File: src/rtl/rcf_pkg.sv
// Shared constants and carrier types for the remote command front end.
// Assumes one 200 MHz clock and byte-wide ports from the port controllers.
package rcf_pkg;
    localparam logic [7:0] CR_BYTE   = 8'h0d;
    localparam logic [7:0] LF_BYTE   = 8'h0a;
    localparam logic [7:0] STAR_BYTE = 8'h2a;
    localparam logic [7:0] QM_BYTE   = 8'h3f;
    localparam logic [7:0] SEMI_BYTE = 8'h3b;
    localparam int         MAX_LEN   = 32;
    localparam int         LEN_W     = 6;
    localparam int         RESP_DEPTH = 64;
    localparam int         RESP_AW   = 6;
    localparam int         AVAIL_BIT = 4;
    localparam int         RQS_BIT   = 6;
    localparam int         BUF_DEPTH = 2;

    // Port that delivered the byte or command
    typedef enum logic [1:0] {
        RCF_PORT_NONE   = 2'b00,
        RCF_PORT_GPIB   = 2'b01,
        RCF_PORT_SERIAL = 2'b10
    } rcf_port_t;

    // Byte received from a port controller
    typedef struct packed {
        logic [7:0] data;
        logic       eoi;
        rcf_port_t  port;
    } rcf_rx_t;

    // Completed command segment handed to the executor
    typedef struct packed {
        logic [MAX_LEN*8-1:0] text;
        logic [LEN_W-1:0]     len;
        logic                 common;
        logic                 query;
        rcf_port_t            port;
    } rcf_cmd_t;

    // Byte sent back to a host
    typedef struct packed {
        logic [7:0] data;
        logic       eoi;
        rcf_port_t  port;
    } rcf_tx_t;
endpackage : rcf_pkg

File: src/rtl/rcf_front_end.sv
// Command splitter, classifier and response terminator for two host ports.
// Assumes byte streams come from GPIB and serial controllers on the same clock.
// Functional notes
// Command starting with asterisk is a common command.
// Command not starting with asterisk is device dependent.
// Command ending with question mark is a query needing a response.
// A response-invoking command is a query; its response is queued.
// Split transmissions at semicolons and execute parts in order.
// Serial port ends a command on CR or LF.
// GPIB port ends a command on EOI byte, newline or CR.
// Carriage return is byte 0x0d.
// Line feed and newline are byte 0x0a.
// End of message is EOI together with a newline byte.
// Host should end GPIB commands with EOI plus newline.
// Individual status derives from status byte and poll enable mask.
// Numbers travel as ASCII strings, never binary.
// Host reads complete response before next command.
// Host serial-polls message available before reading GPIB response.
// Serial port uses the same syntax as GPIB.
// Serial responses end CR LF with echo, single newline otherwise.
// GPIB responses end with EOI on a newline byte.
// Any command switches to remote mode and records the port.
// Message available set while response waits, cleared when drained.
// Empty segments are discarded silently.
module rcf_front_end (
    input  wire logic               clock,
    input  wire logic               reset_n,
    input  wire rcf_pkg::rcf_rx_t   rx,
    input  wire logic               rx_valid,
    output logic                    rx_ready,
    output rcf_pkg::rcf_cmd_t       cmd,
    output logic                    cmd_valid,
    input  wire logic               cmd_ready,
    input  wire logic [7:0]         resp_data,
    input  wire logic               resp_valid,
    input  wire logic               resp_last,
    output logic                    resp_ready,
    output rcf_pkg::rcf_tx_t        tx,
    output logic                    tx_valid,
    input  wire logic               tx_ready,
    input  wire logic               echo_enable,
    input  wire logic [7:0]         status_byte,
    input  wire logic [7:0]         poll_enable,
    input  wire logic               local_request,
    output logic [7:0]              status_out,
    output logic                    individual_status_flag,
    output logic                    message_available_flag,
    output logic                    remote_mode,
    output rcf_pkg::rcf_port_t      remote_port
);
    // Assembly of the current segment
    logic [rcf_pkg::MAX_LEN*8-1:0] text_q;
    logic [rcf_pkg::LEN_W-1:0]     len_q;
    logic                          last_qm_q;
    rcf_pkg::rcf_port_t            port_q;

    // Two-entry buffer of finished commands
    rcf_pkg::rcf_cmd_t buf_q [rcf_pkg::BUF_DEPTH];
    logic              wr_q;
    logic              rd_q;
    logic [1:0]        cnt_q;

    // Response store and output terminator state
    logic [7:0]               rmem [rcf_pkg::RESP_DEPTH];
    logic [rcf_pkg::RESP_AW-1:0] rwp_q;
    logic [rcf_pkg::RESP_AW-1:0] rrp_q;
    logic [rcf_pkg::RESP_AW:0]   rcnt_q;
    logic                     resp_done_q;
    rcf_pkg::rcf_port_t       resp_port_q;
    logic                     pend_q;

    typedef enum logic [3:0] {
        RCF_TX_IDLE = 4'b0001,
        RCF_TX_BODY = 4'b0010,
        RCF_TX_CR   = 4'b0100,
        RCF_TX_NL   = 4'b1000
    } rcf_tx_state_t;
    rcf_tx_state_t txs_q;

    // Terminator test per port
    function automatic logic is_term(input rcf_pkg::rcf_rx_t b);
        logic eol;
        eol = (b.data == rcf_pkg::CR_BYTE) || (b.data == rcf_pkg::LF_BYTE);
        if (b.port == rcf_pkg::RCF_PORT_GPIB)
            is_term = eol || b.eoi;
        else
            is_term = eol;
    endfunction : is_term

    // Receive decode
    wire logic buf_full  = (cnt_q == 2'd2);
    wire logic rx_term   = is_term(rx);
    wire logic rx_semi   = (rx.data == rcf_pkg::SEMI_BYTE);
    wire logic rx_end    = rx_term || rx_semi;
    // A GPIB byte with EOI that is not itself a delimiter is part of the command
    wire logic rx_keep   = !(rx.data == rcf_pkg::CR_BYTE || rx.data == rcf_pkg::LF_BYTE || rx_semi);
    wire logic rx_take   = rx_valid && rx_ready;
    wire logic [rcf_pkg::LEN_W-1:0] fin_len =
        (rx_keep && len_q < rcf_pkg::LEN_W'(rcf_pkg::MAX_LEN)) ? len_q + 1'b1 : len_q;
    wire logic [rcf_pkg::MAX_LEN*8-1:0] fin_text =
        (rx_keep && len_q < rcf_pkg::LEN_W'(rcf_pkg::MAX_LEN)) ?
        (text_q | ({{(rcf_pkg::MAX_LEN*8-8){1'b0}}, rx.data} << (len_q * 8))) : text_q;
    wire logic fin_qm    = rx_keep ? (rx.data == rcf_pkg::QM_BYTE) : last_qm_q;
    wire logic push      = rx_take && rx_end && (fin_len != '0);
    wire logic cmd_pop   = cmd_valid && cmd_ready;

    // Stall all input whenever the command buffer holds two finished commands
    assign rx_ready  = !buf_full;
    assign cmd_valid = (cnt_q != 2'd0);
    assign cmd       = buf_q[rd_q];

    // Classified entry built at the delimiter
    rcf_pkg::rcf_cmd_t new_cmd;
    assign new_cmd.text   = fin_text;
    assign new_cmd.len    = fin_len;
    assign new_cmd.common = (fin_text[7:0] == rcf_pkg::STAR_BYTE);
    assign new_cmd.query  = fin_qm;
    assign new_cmd.port   = rx.port;

    // Segment assembly; delimiters clear it
    always_ff @(posedge clock) begin
        if (!reset_n) begin
            text_q    <= '0;
            len_q     <= '0;
            last_qm_q <= 1'b0;
        end else if (rx_take) begin
            text_q    <= rx_end ? '0 : fin_text;
            len_q     <= rx_end ? '0 : fin_len;
            last_qm_q <= rx_end ? 1'b0 : fin_qm;
        end
    end

    // Command buffer, in order of arrival
    always_ff @(posedge clock) begin
        if (!reset_n) begin
            wr_q  <= 1'b0;
            rd_q  <= 1'b0;
            cnt_q <= 2'd0;
        end else begin
            if (push) begin
                buf_q[wr_q] <= new_cmd;
                wr_q        <= ~wr_q;
            end
            if (cmd_pop)
                rd_q <= ~rd_q;
            cnt_q <= cnt_q + {1'b0, push} - {1'b0, cmd_pop};
        end
    end

    // Remote mode and last port; a new command beats a local request
    always_ff @(posedge clock) begin
        if (!reset_n) begin
            remote_mode <= 1'b0;
            remote_port <= rcf_pkg::RCF_PORT_NONE;
            port_q      <= rcf_pkg::RCF_PORT_NONE;
        end else if (push) begin
            remote_mode <= 1'b1;
            remote_port <= rx.port;
            port_q      <= rx.port;
        end else if (local_request) begin
            remote_mode <= 1'b0;
        end
    end

    // Response queue; the executor supplies ASCII text only
    wire logic rfull  = (rcnt_q == (rcf_pkg::RESP_AW+1)'(rcf_pkg::RESP_DEPTH));
    wire logic rempty = (rcnt_q == '0);
    wire logic rpush  = resp_valid && resp_ready;
    wire logic rpop   = (txs_q == RCF_TX_BODY) && tx_ready && !rempty;
    assign resp_ready = !rfull && !resp_done_q;

    always_ff @(posedge clock) begin
        if (rpush)
            rmem[rwp_q] <= resp_data;
    end

    always_ff @(posedge clock) begin
        if (!reset_n) begin
            rwp_q  <= '0;
            rrp_q  <= '0;
            rcnt_q <= '0;
        end else begin
            if (rpush)
                rwp_q <= rwp_q + 1'b1;
            if (rpop)
                rrp_q <= rrp_q + 1'b1;
            rcnt_q <= rcnt_q + {{rcf_pkg::RESP_AW{1'b0}}, rpush} - {{rcf_pkg::RESP_AW{1'b0}}, rpop};
        end
    end

    // Response completeness and pending flag
    wire logic tx_fin = (txs_q == RCF_TX_NL) && tx_ready;
    always_ff @(posedge clock) begin
        if (!reset_n) begin
            resp_done_q <= 1'b0;
            resp_port_q <= rcf_pkg::RCF_PORT_NONE;
            pend_q      <= 1'b0;
        end else begin
            if (rpush && resp_last) begin
                resp_done_q <= 1'b1;
                resp_port_q <= port_q;
            end else if (tx_fin) begin
                resp_done_q <= 1'b0;
            end
            // Set wins over clear
            if (rpush)
                pend_q <= 1'b1;
            else if (tx_fin)
                pend_q <= 1'b0;
        end
    end

    // Output sequencer: body, then terminator for the port
    wire logic [7:0] body_byte = rmem[rrp_q];
    wire logic       ser_echo  = (resp_port_q == rcf_pkg::RCF_PORT_SERIAL) && echo_enable;
    always_ff @(posedge clock) begin
        if (!reset_n) begin
            txs_q <= RCF_TX_IDLE;
        end else begin
            unique case (txs_q)
                RCF_TX_IDLE: begin
                    if (resp_done_q)
                        txs_q <= RCF_TX_BODY;
                end
                RCF_TX_BODY: begin
                    if (rempty)
                        txs_q <= ser_echo ? RCF_TX_CR : RCF_TX_NL;
                end
                RCF_TX_CR: begin
                    if (tx_ready)
                        txs_q <= RCF_TX_NL;
                end
                RCF_TX_NL: begin
                    if (tx_ready)
                        txs_q <= RCF_TX_IDLE;
                end
                default: txs_q <= RCF_TX_IDLE;
            endcase
        end
    end

    // Outgoing byte selection
    assign tx_valid     = ((txs_q == RCF_TX_BODY) && !rempty) || (txs_q == RCF_TX_CR) || (txs_q == RCF_TX_NL);
    assign tx.port      = resp_port_q;
    assign tx.data      = (txs_q == RCF_TX_CR) ? rcf_pkg::CR_BYTE :
                          (txs_q == RCF_TX_NL) ? rcf_pkg::LF_BYTE : body_byte;
    assign tx.eoi       = (txs_q == RCF_TX_NL) && (resp_port_q == rcf_pkg::RCF_PORT_GPIB);

    // Status byte and parallel poll bit
    logic [7:0] stb_q;
    logic       indiv_q;
    always_ff @(posedge clock) begin
        if (!reset_n) begin
            stb_q   <= '0;
            indiv_q <= 1'b0;
        end else begin
            stb_q   <= {status_byte[7:rcf_pkg::AVAIL_BIT+1], pend_q, status_byte[rcf_pkg::AVAIL_BIT-1:0]};
            indiv_q <= |({status_byte[7:rcf_pkg::AVAIL_BIT+1], pend_q,
                          status_byte[rcf_pkg::AVAIL_BIT-1:0]} & poll_enable);
        end
    end
    assign status_out             = stb_q;
    assign message_available_flag = pend_q;
    assign individual_status_flag = indiv_q;
endmodule : rcf_front_end

File: config.mk
export PLATFORM = sky130hd
export DESIGN_NAME = rcf_front_end
export DESIGN_NICKNAME = d
export VERILOG_FILES = /design/src/rtl/rcf_pkg.sv /design/src/rtl/rcf_front_end.sv
export SDC_FILE = /design/constraint.sdc
export NUM_CORES = 2
export LEC_CHECK = 0
export ABC_AREA = 1
export BUFFER_PORTS_ARGS = -buffer_cell sky130_fd_sc_hd__clkbuf_2
export CAP_MARGIN = 10
export CORE_MARGIN = 5
export CORE_UTILIZATION = 60
export CTS_BUF_LIST = sky130_fd_sc_hd__clkbuf_2 sky130_fd_sc_hd__clkbuf_4 sky130_fd_sc_hd__clkbuf_8
export CTS_CLUSTER_DIAMETER = 30
export DETAILED_ROUTE_END_ITERATION = 12
export PLACE_DENSITY = 0.86
export SLEW_MARGIN = 20
export SYNTH_ARGS = -nofsm -noshare
export SYNTH_HDL_FRONTEND = slang
export SYNTH_SLANG_ARGS = --single-unit
File: constraint.sdc
create_clock -name clock -period 27.9 [get_ports clock]
set_clock_uncertainty 0.1 [all_clocks]
set_input_delay 6.975 -clock clock [delete_from_list [all_inputs] [get_ports clock]]
set_output_delay 6.975 -clock clock [all_outputs]
set_load 0.1 [all_outputs]
# ---- Word-level counts from Yosys, hierarchy flattened
# Memory sizes are Yosys's and may differ from the RTL's. A register that Yosys moved wholly into a read port is not among the register bits.
# Cells that the tools add are included.
# Widths: inputs -> output; s select.
dict set report classes {
  eq_ne 18
  reduce_logical 33
  mux 29
  div_mod_pow 0
  addsub 7
  shift 1
  multipliers 0
  magnitude_cmp 1
  n_bitwise 4
}
# operator n
set ops {}
lappend ops {{$mux 256} 2}
lappend ops {{$or 256x256->256} 1}
lappend ops {{$shl 8x9->256} 1}
lappend ops {{$eq 8x6->1 const B} 3}
lappend ops {{$mux 6} 4}
lappend ops {{$mux 4} 5}
lappend ops {{$add 6x1->6 const B} 3}
lappend ops {{$eq 8x4->1 const B} 2}
lappend ops {{$mux 8} 2}
lappend ops {{$pmux 4 s4} 1}
lappend ops {{$mux 1} 15}
lappend ops {{$logic_and 1x1->1} 14}
lappend ops {{$and 8x8->8} 1}
lappend ops {{$ne 2x2->1 const B} 4}
lappend ops {{$reduce_bool 2->1} 4}
lappend ops {{$reduce_or 8->1} 1}
lappend ops {{$add 7x1->7} 1}
lappend ops {{$eq 7x7->1 const B} 1}
lappend ops {{$logic_not 7->1} 1}
lappend ops {{$sub 7x1->7} 1}
lappend ops {{$logic_or 1x1->1} 6}
lappend ops {{$lt 6x6->1 const B} 1}
lappend ops {{$reduce_bool 6->1} 1}
lappend ops {{$logic_not 1->1} 5}
lappend ops {{10 further kinds} 13}
dict set report totals {
  in_bits 44
  output_inout_bits 294
  mem_bits_ro 0
  n_memories 2
  ram_bits 1044
  elab_cells 112
  latchBits 0
  ff_bits 306
}
# memory words width read_ports rd_clocked_by_memory_dff wr line
set mem_list {}
lappend mem_list {buf_q 2 266 1 1 1 rcf_front_end.sv:58} ;# rcf_pkg::rcf_cmd_t buf_q [rcf_pkg::BUF_DEPTH];
lappend mem_list {rmem 64 8 1 1 1 rcf_front_end.sv:64} ;# logic [7:0] rmem [rcf_pkg::RESP_DEPTH];

# ---- Longest topological paths before layout
dict set report depth {
  ltp_word 11
  mapped_depth 20
  mapped_depth_nobuf 20
}

# ---- Worst setup path after synthesis
# OpenSTA, ideal clock, no wires.
dict set report synth_timing {
  kind {input port to flip-flop}
  from {input port rx[7] (netlist bit)}
  to {memory buf_q[1][0] (netlist bit), enable pin}
  arrival_ps 19106
  path_stages 10
  path_buffers 0
  required_ps 26902
  slack_ps 7796
  setup_time_ps 898
  path_cell_list {or2_1 > nor2_1 > nand2_4 > nand3_4 > nand2_1 > nand2_1 > nor2_1 > nand3_1 > nand3_1 > nor2_1}
}
dict set report synth_via {
  elab_chain_cells 11
  elab_cells_between_ends 17
  classes_between {eq/ne: 3; mux: 5; reduce/logical: 9}
}
# item line
set synth_lines {}
lappend synth_lines {{start, declared} rcf_front_end.sv:28} ;# input wire rcf_pkg::rcf_rx_t rx,
lappend synth_lines {{$eq 8x4->1} rcf_front_end.sv:96} ;# wire logic rx_keep = !(rx.data == rcf_pkg::CR_BYTE || rx.data == rcf_pkg::LF_BYTE || rx_semi);
lappend synth_lines {{$logic_or 1x1->1} rcf_front_end.sv:96}
lappend synth_lines {{$logic_or 1x1->1 (*)} rcf_front_end.sv:96}
lappend synth_lines {{$logic_not 1->1 (*)} rcf_front_end.sv:96}
lappend synth_lines {{$logic_and 1x1->1 (*)} rcf_front_end.sv:99} ;# (rx_keep && len_q < rcf_pkg::LEN_W'(rcf_pkg::MAX_LEN)) ? len_q + 1'b1 : len_q;
lappend synth_lines {{$mux 6 (*)} rcf_front_end.sv:99}
lappend synth_lines {{via fin_len (one bit)} rcf_front_end.sv:98} ;# wire logic [rcf_pkg::LEN_W-1:0] fin_len =
lappend synth_lines {{$reduce_bool 6->1 (*)} rcf_front_end.sv:104} ;# wire logic push = rx_take && rx_end && (fin_len != '0);
lappend synth_lines {{$logic_and 1x1->1 (*)} rcf_front_end.sv:104}
lappend synth_lines {{$mux 1 (*)} rcf_front_end.sv:140} ;# if (push) begin
lappend synth_lines {{$mux 1 (*)} rcf_front_end.sv:135} ;# if (!reset_n) begin
lappend synth_lines {{$mux 1 (implied by the code) (*)} rcf_front_end.sv:141} ;# buf_q[wr_q] <= new_cmd;
lappend synth_lines {{end, declared} rcf_front_end.sv:58}
# The timed path passes the listed nets; every way through them passes the cells marked *.

==> results.sh <==
export IMPL_coreArea_sq_um=89870
export IMPL_synth_top_family_by_area="compound AO/OA/AOI/OAI gates"
export IMPL_crit_slowest_cell="buf_4"
export IMPL_avgSynthCellArea_sq_um=12.32
export IMPL_finalSetupTns_ns=0
export IMPL_start_util_pct=60.29
export IMPL_synth_net_count=4456
export IMPL_cp_slowest_stage_delay_ns=0.70
export IMPL_ys_warnings_count=0
export IMPL_top_layer="met5"
export IMPL_clock_sinks=1357
export IMPL_die_area_sq_um=96410
export IMPL_route_met2_wl_um=71110
export IMPL_cts_resized=0
export IMPL_cts_inserted_buffers=226
export IMPL_cpLargestDelayFamily="buffers and inverters"
export IMPL_drt_wl_total_um=149300
export IMPL_dr_pass1_iters=7
export IMPL_worstPathRequired_ns=20.82
export IMPL_synth_flop_cell="edfxtp_1"
export IMPL_muxShareOfSynthArea_pct=5.528
export IMPL_drc=0
export IMPL_vias=38150
export IMPL_die_x_um=310.5
export IMPL_yosysMostFrequentCell="edfxtp_1"
export IMPL_cap_violations=0
export IMPL_hold_violations=0
export IMPL_power_switching_mw=1.711
export IMPL_cts_setup_buffers=0
export IMPL_path_clk_slew_ns=0.06
export IMPL_htreeDepth=4
export IMPL_synthCells=4397
export IMPL_ys_ff_latch=1357
export IMPL_synth_top_area_cell="edfxtp_1"
export IMPL_ctsHoldBuffers=0
export IMPL_post_route_worst_setup_slack_ns=15.94
export IMPL_grt_pass1_vias=37635
export IMPL_critPathKind="reg -> out"
export IMPL_cts_tree="yes"
export IMPL_yosys_area_share_simple_pct=10.04
export IMPL_drive_above_1_share_pct=22.49
export IMPL_hold_class="reg -> reg"
export IMPL_crit_buf_inv=3
export IMPL_pwr_density_cell_nw_per_um2=84.45
export IMPL_status="finished clean"
export IMPL_crit_chain="inv_6, buf_4, nor2_1, nor2_1, o21ai_0, o211ai_1, nand3_1, nand2_1, nand2_1, nand2_1, nand2_1, a21boi_0, clkbuf_2"
export IMPL_p_clk_share_pct=37.7
export IMPL_clk_latency_ns=0.91
export IMPL_die_h_um=310.5
export IMPL_start_kind="register"
export IMPL_synthToLayoutAreaGrowth_pct=14.14
export IMPL_fin_crit_ns=11.96
export IMPL_cts_root_buf="clkbuf_8"
export IMPL_slew_viol_final=0
export IMPL_synth_distinct_cells=54
export IMPL_rsz0062_at_grt="no"
export IMPL_fin_nets=4784
export IMPL_power_mw=5.223
export IMPL_dr_wl_met3_um=17640
export IMPL_grt_first_pass_wirelength_um=224100
export IMPL_internal_power_mw=3.512
export IMPL_dpl_instance_area_sq_um=56600
export IMPL_first_iter_violations=5737
export IMPL_io_buffers=336
export IMPL_grt_max_degree=179
export IMPL_clockBufferDepth=3
export IMPL_end_kind="output port"
export IMPL_dp_slack_ns=16.54
export IMPL_synth_cells_most_frequent="edfxtp_1 (1044), nor2_1 (480), nand2_1 (397)"
export IMPL_synth_area_leaders="edfxtp_1 (58%), dfxtp_1 (12%), mux2_2 (5.5%)"
export IMPL_synth_compound_area_share_pct=10.26
export IMPL_p_leak_nw=23.87
export IMPL_vdd_ir_drop_max_uv=83.77
export IMPL_worst_slew_pin_slew_ns=1.238
export IMPL_timing_final_crit_share_pct=42.87
export IMPL_antenna_found_initial=8
export IMPL_finalSetupViolCount=0
export IMPL_gp_congestion=0.9033
export IMPL_p_comb_share_pct=19.8
export IMPL_cpMostUsedCell="nand2_1"
export IMPL_ant_nets=0
export IMPL_crit_fanout=121
export IMPL_synth_seq_area_share_pct=69.43
export IMPL_netlist_area_sq_um=54180
export IMPL_maxSlewHeadroom_pct=17.19
export IMPL_via_per_inst=6.248
export IMPL_synth_edf_count=1044
export IMPL_met1_length_um=51450
export IMPL_synth_top_area_share_pct=57.86
export IMPL_io_pins=338
export IMPL_arrival_ns=4.89
export IMPL_yosys_area_share_adder_pct=0.3603
export IMPL_pwr_share_seq_pct=42.4
export IMPL_wl_per_cell_um=24.44
export IMPL_fmax_mhz=83.60
export IMPL_hpwlAfterDp_um=87530
export IMPL_placementRows=110
export IMPL_overflow=0
export IMPL_final_area_sq_um=61840
export IMPL_groute_usage_overall_pct=29.98
export IMPL_synth_xor_area_share_pct=0.04850
export IMPL_netSwitchingFraction_pct=32.76
export IMPL_async_reset_ff_share_pct=0
## per-layer routing
layer  global-route usage, %  vias up
li1                        -    16586
met1                   37.06    18213
met2                   48.31     2793
met3                   8.538      550
met4                   16.12        8
met5                       0        -
## registers in the layout, summed over array words and instances, names as in the netlist, named ones only
name	count
message_available_flag	1
buf_q	532
txs_q	4
rrp_q	6
status_out	8
rwp_q	6
remote_mode	1
text_q	256
resp_done_q	1
wr_q	1
resp_port_q	2
individual_status_flag	1
last_qm_q	1
port_q	2
rmem	512
len_q	6
rd_q	1
rcnt_q	7
cnt_q	2
## power groups by stage
stage,clock network [mW],registers [mW],logic [mW]
5_1_grt,2.08,2.22,1.07
3_3_place_gp,0,2.26,1.01
6_report,1.97,2.22,1.04
2_1_floorplan,0,2.26,0.950
3_5_place_dp,0,2.26,1.02
4_1_cts,1.98,2.22,1.03
## cells by family after synthesis
| group | count (synthesis) |
|---|---|
| buffers and inverters | 596 |
| AND/OR/NAND/NOR | 1286 |
| flip-flops | 1357 |
| adder cells (fa/ha/maj) | 15 |
| XOR/XNOR | 3 |
| multiplexers | 266 |
| AO/OA/AOI/OAI | 874 |
## layout by cell type, fill, tap and decap left out, types with 8 or more instances in the layout
cell        count
a21o_1         16
a21oi_1       179
a31o_2          9
a31oi_1        63
buf_4          44
bufinv_16      22
clkbuf_2      335
clkbuf_4       76
clkbuf_8      242
clkinv_1       19
clkinv_2       30
clkinv_4        8
clkinvlp_4     11
dfxtp_1       308
diode_2         8
edfxtp_1     1044
ha_1           14
inv_1         297
inv_2           8
inv_6          11
mux2_2        266
nand2_1       396
nand3_1       200
nand4_1        13
nor2_1        479
nor3_1        174
nor3b_1         8
o2111a_1       72
o211ai_1       55
o21ai_0       344
o21ai_1         9
o21bai_1       47
o221ai_1       12
o22ai_1        19
o31ai_1        15
## worst register-to-register path, cell delays in order (launching register included)
cell and delay [ns]:
dfxtp_2 0.31, buf_4 0.35, nand2_1 0.40, inv_1 0.74, nand3_1 0.15, nand2_1 0.11
nand4_1 0.10, nand2_1 0.18, nor2_1 0.06, nand3_1 0.45, nand4_1 0.39, inv_8 0.61
buf_12 0.73
## through the flow
stage                     hold WS [ns]  utilization, %  std cells
final                           0.3577           68.81       6106
after global routing            0.3727           68.79       6100
after CTS                       0.3531           68.76       6097
after detailed placement        0.3404           62.98       5672
after global placement          0.3236           62.98       5672
after floorplan                 0.3258               -       4397
## cell type report
type / instances / area [sq um]
diodes: 8 / 20.02
clock buffers: 318 / 3901
clock inverters: 107 / 1291
fillers: 5574 / 28030
inverters: 312 / 1192
multi-input cells: 2444 / 14230
flip-flops and latches: 1357 / 37630
well taps: 1176 / 1471
repair buffers: 384 / 2106
## worst paths after layout
| check | start | endpoint | slack [ns] | cells past startpoint |
|---|---|---|---|---|
| worst max-delay path | register | tx[8] | 15.94 | 13 |
| worst max register to register | len_q[3]$_SDFFE_PN0P_ | buf_q[0][124]$_DFFE_PP_ | 22.52 | 12 |
| worst min-delay path | rd_q$_SDFFE_PN0P_ | register | 0.36 | 1 |
| worst min register to register | rd_q$_SDFFE_PN0P_ | register | 0.36 | 1 |
Note: power is estimated with default switching activity, not from simulation.
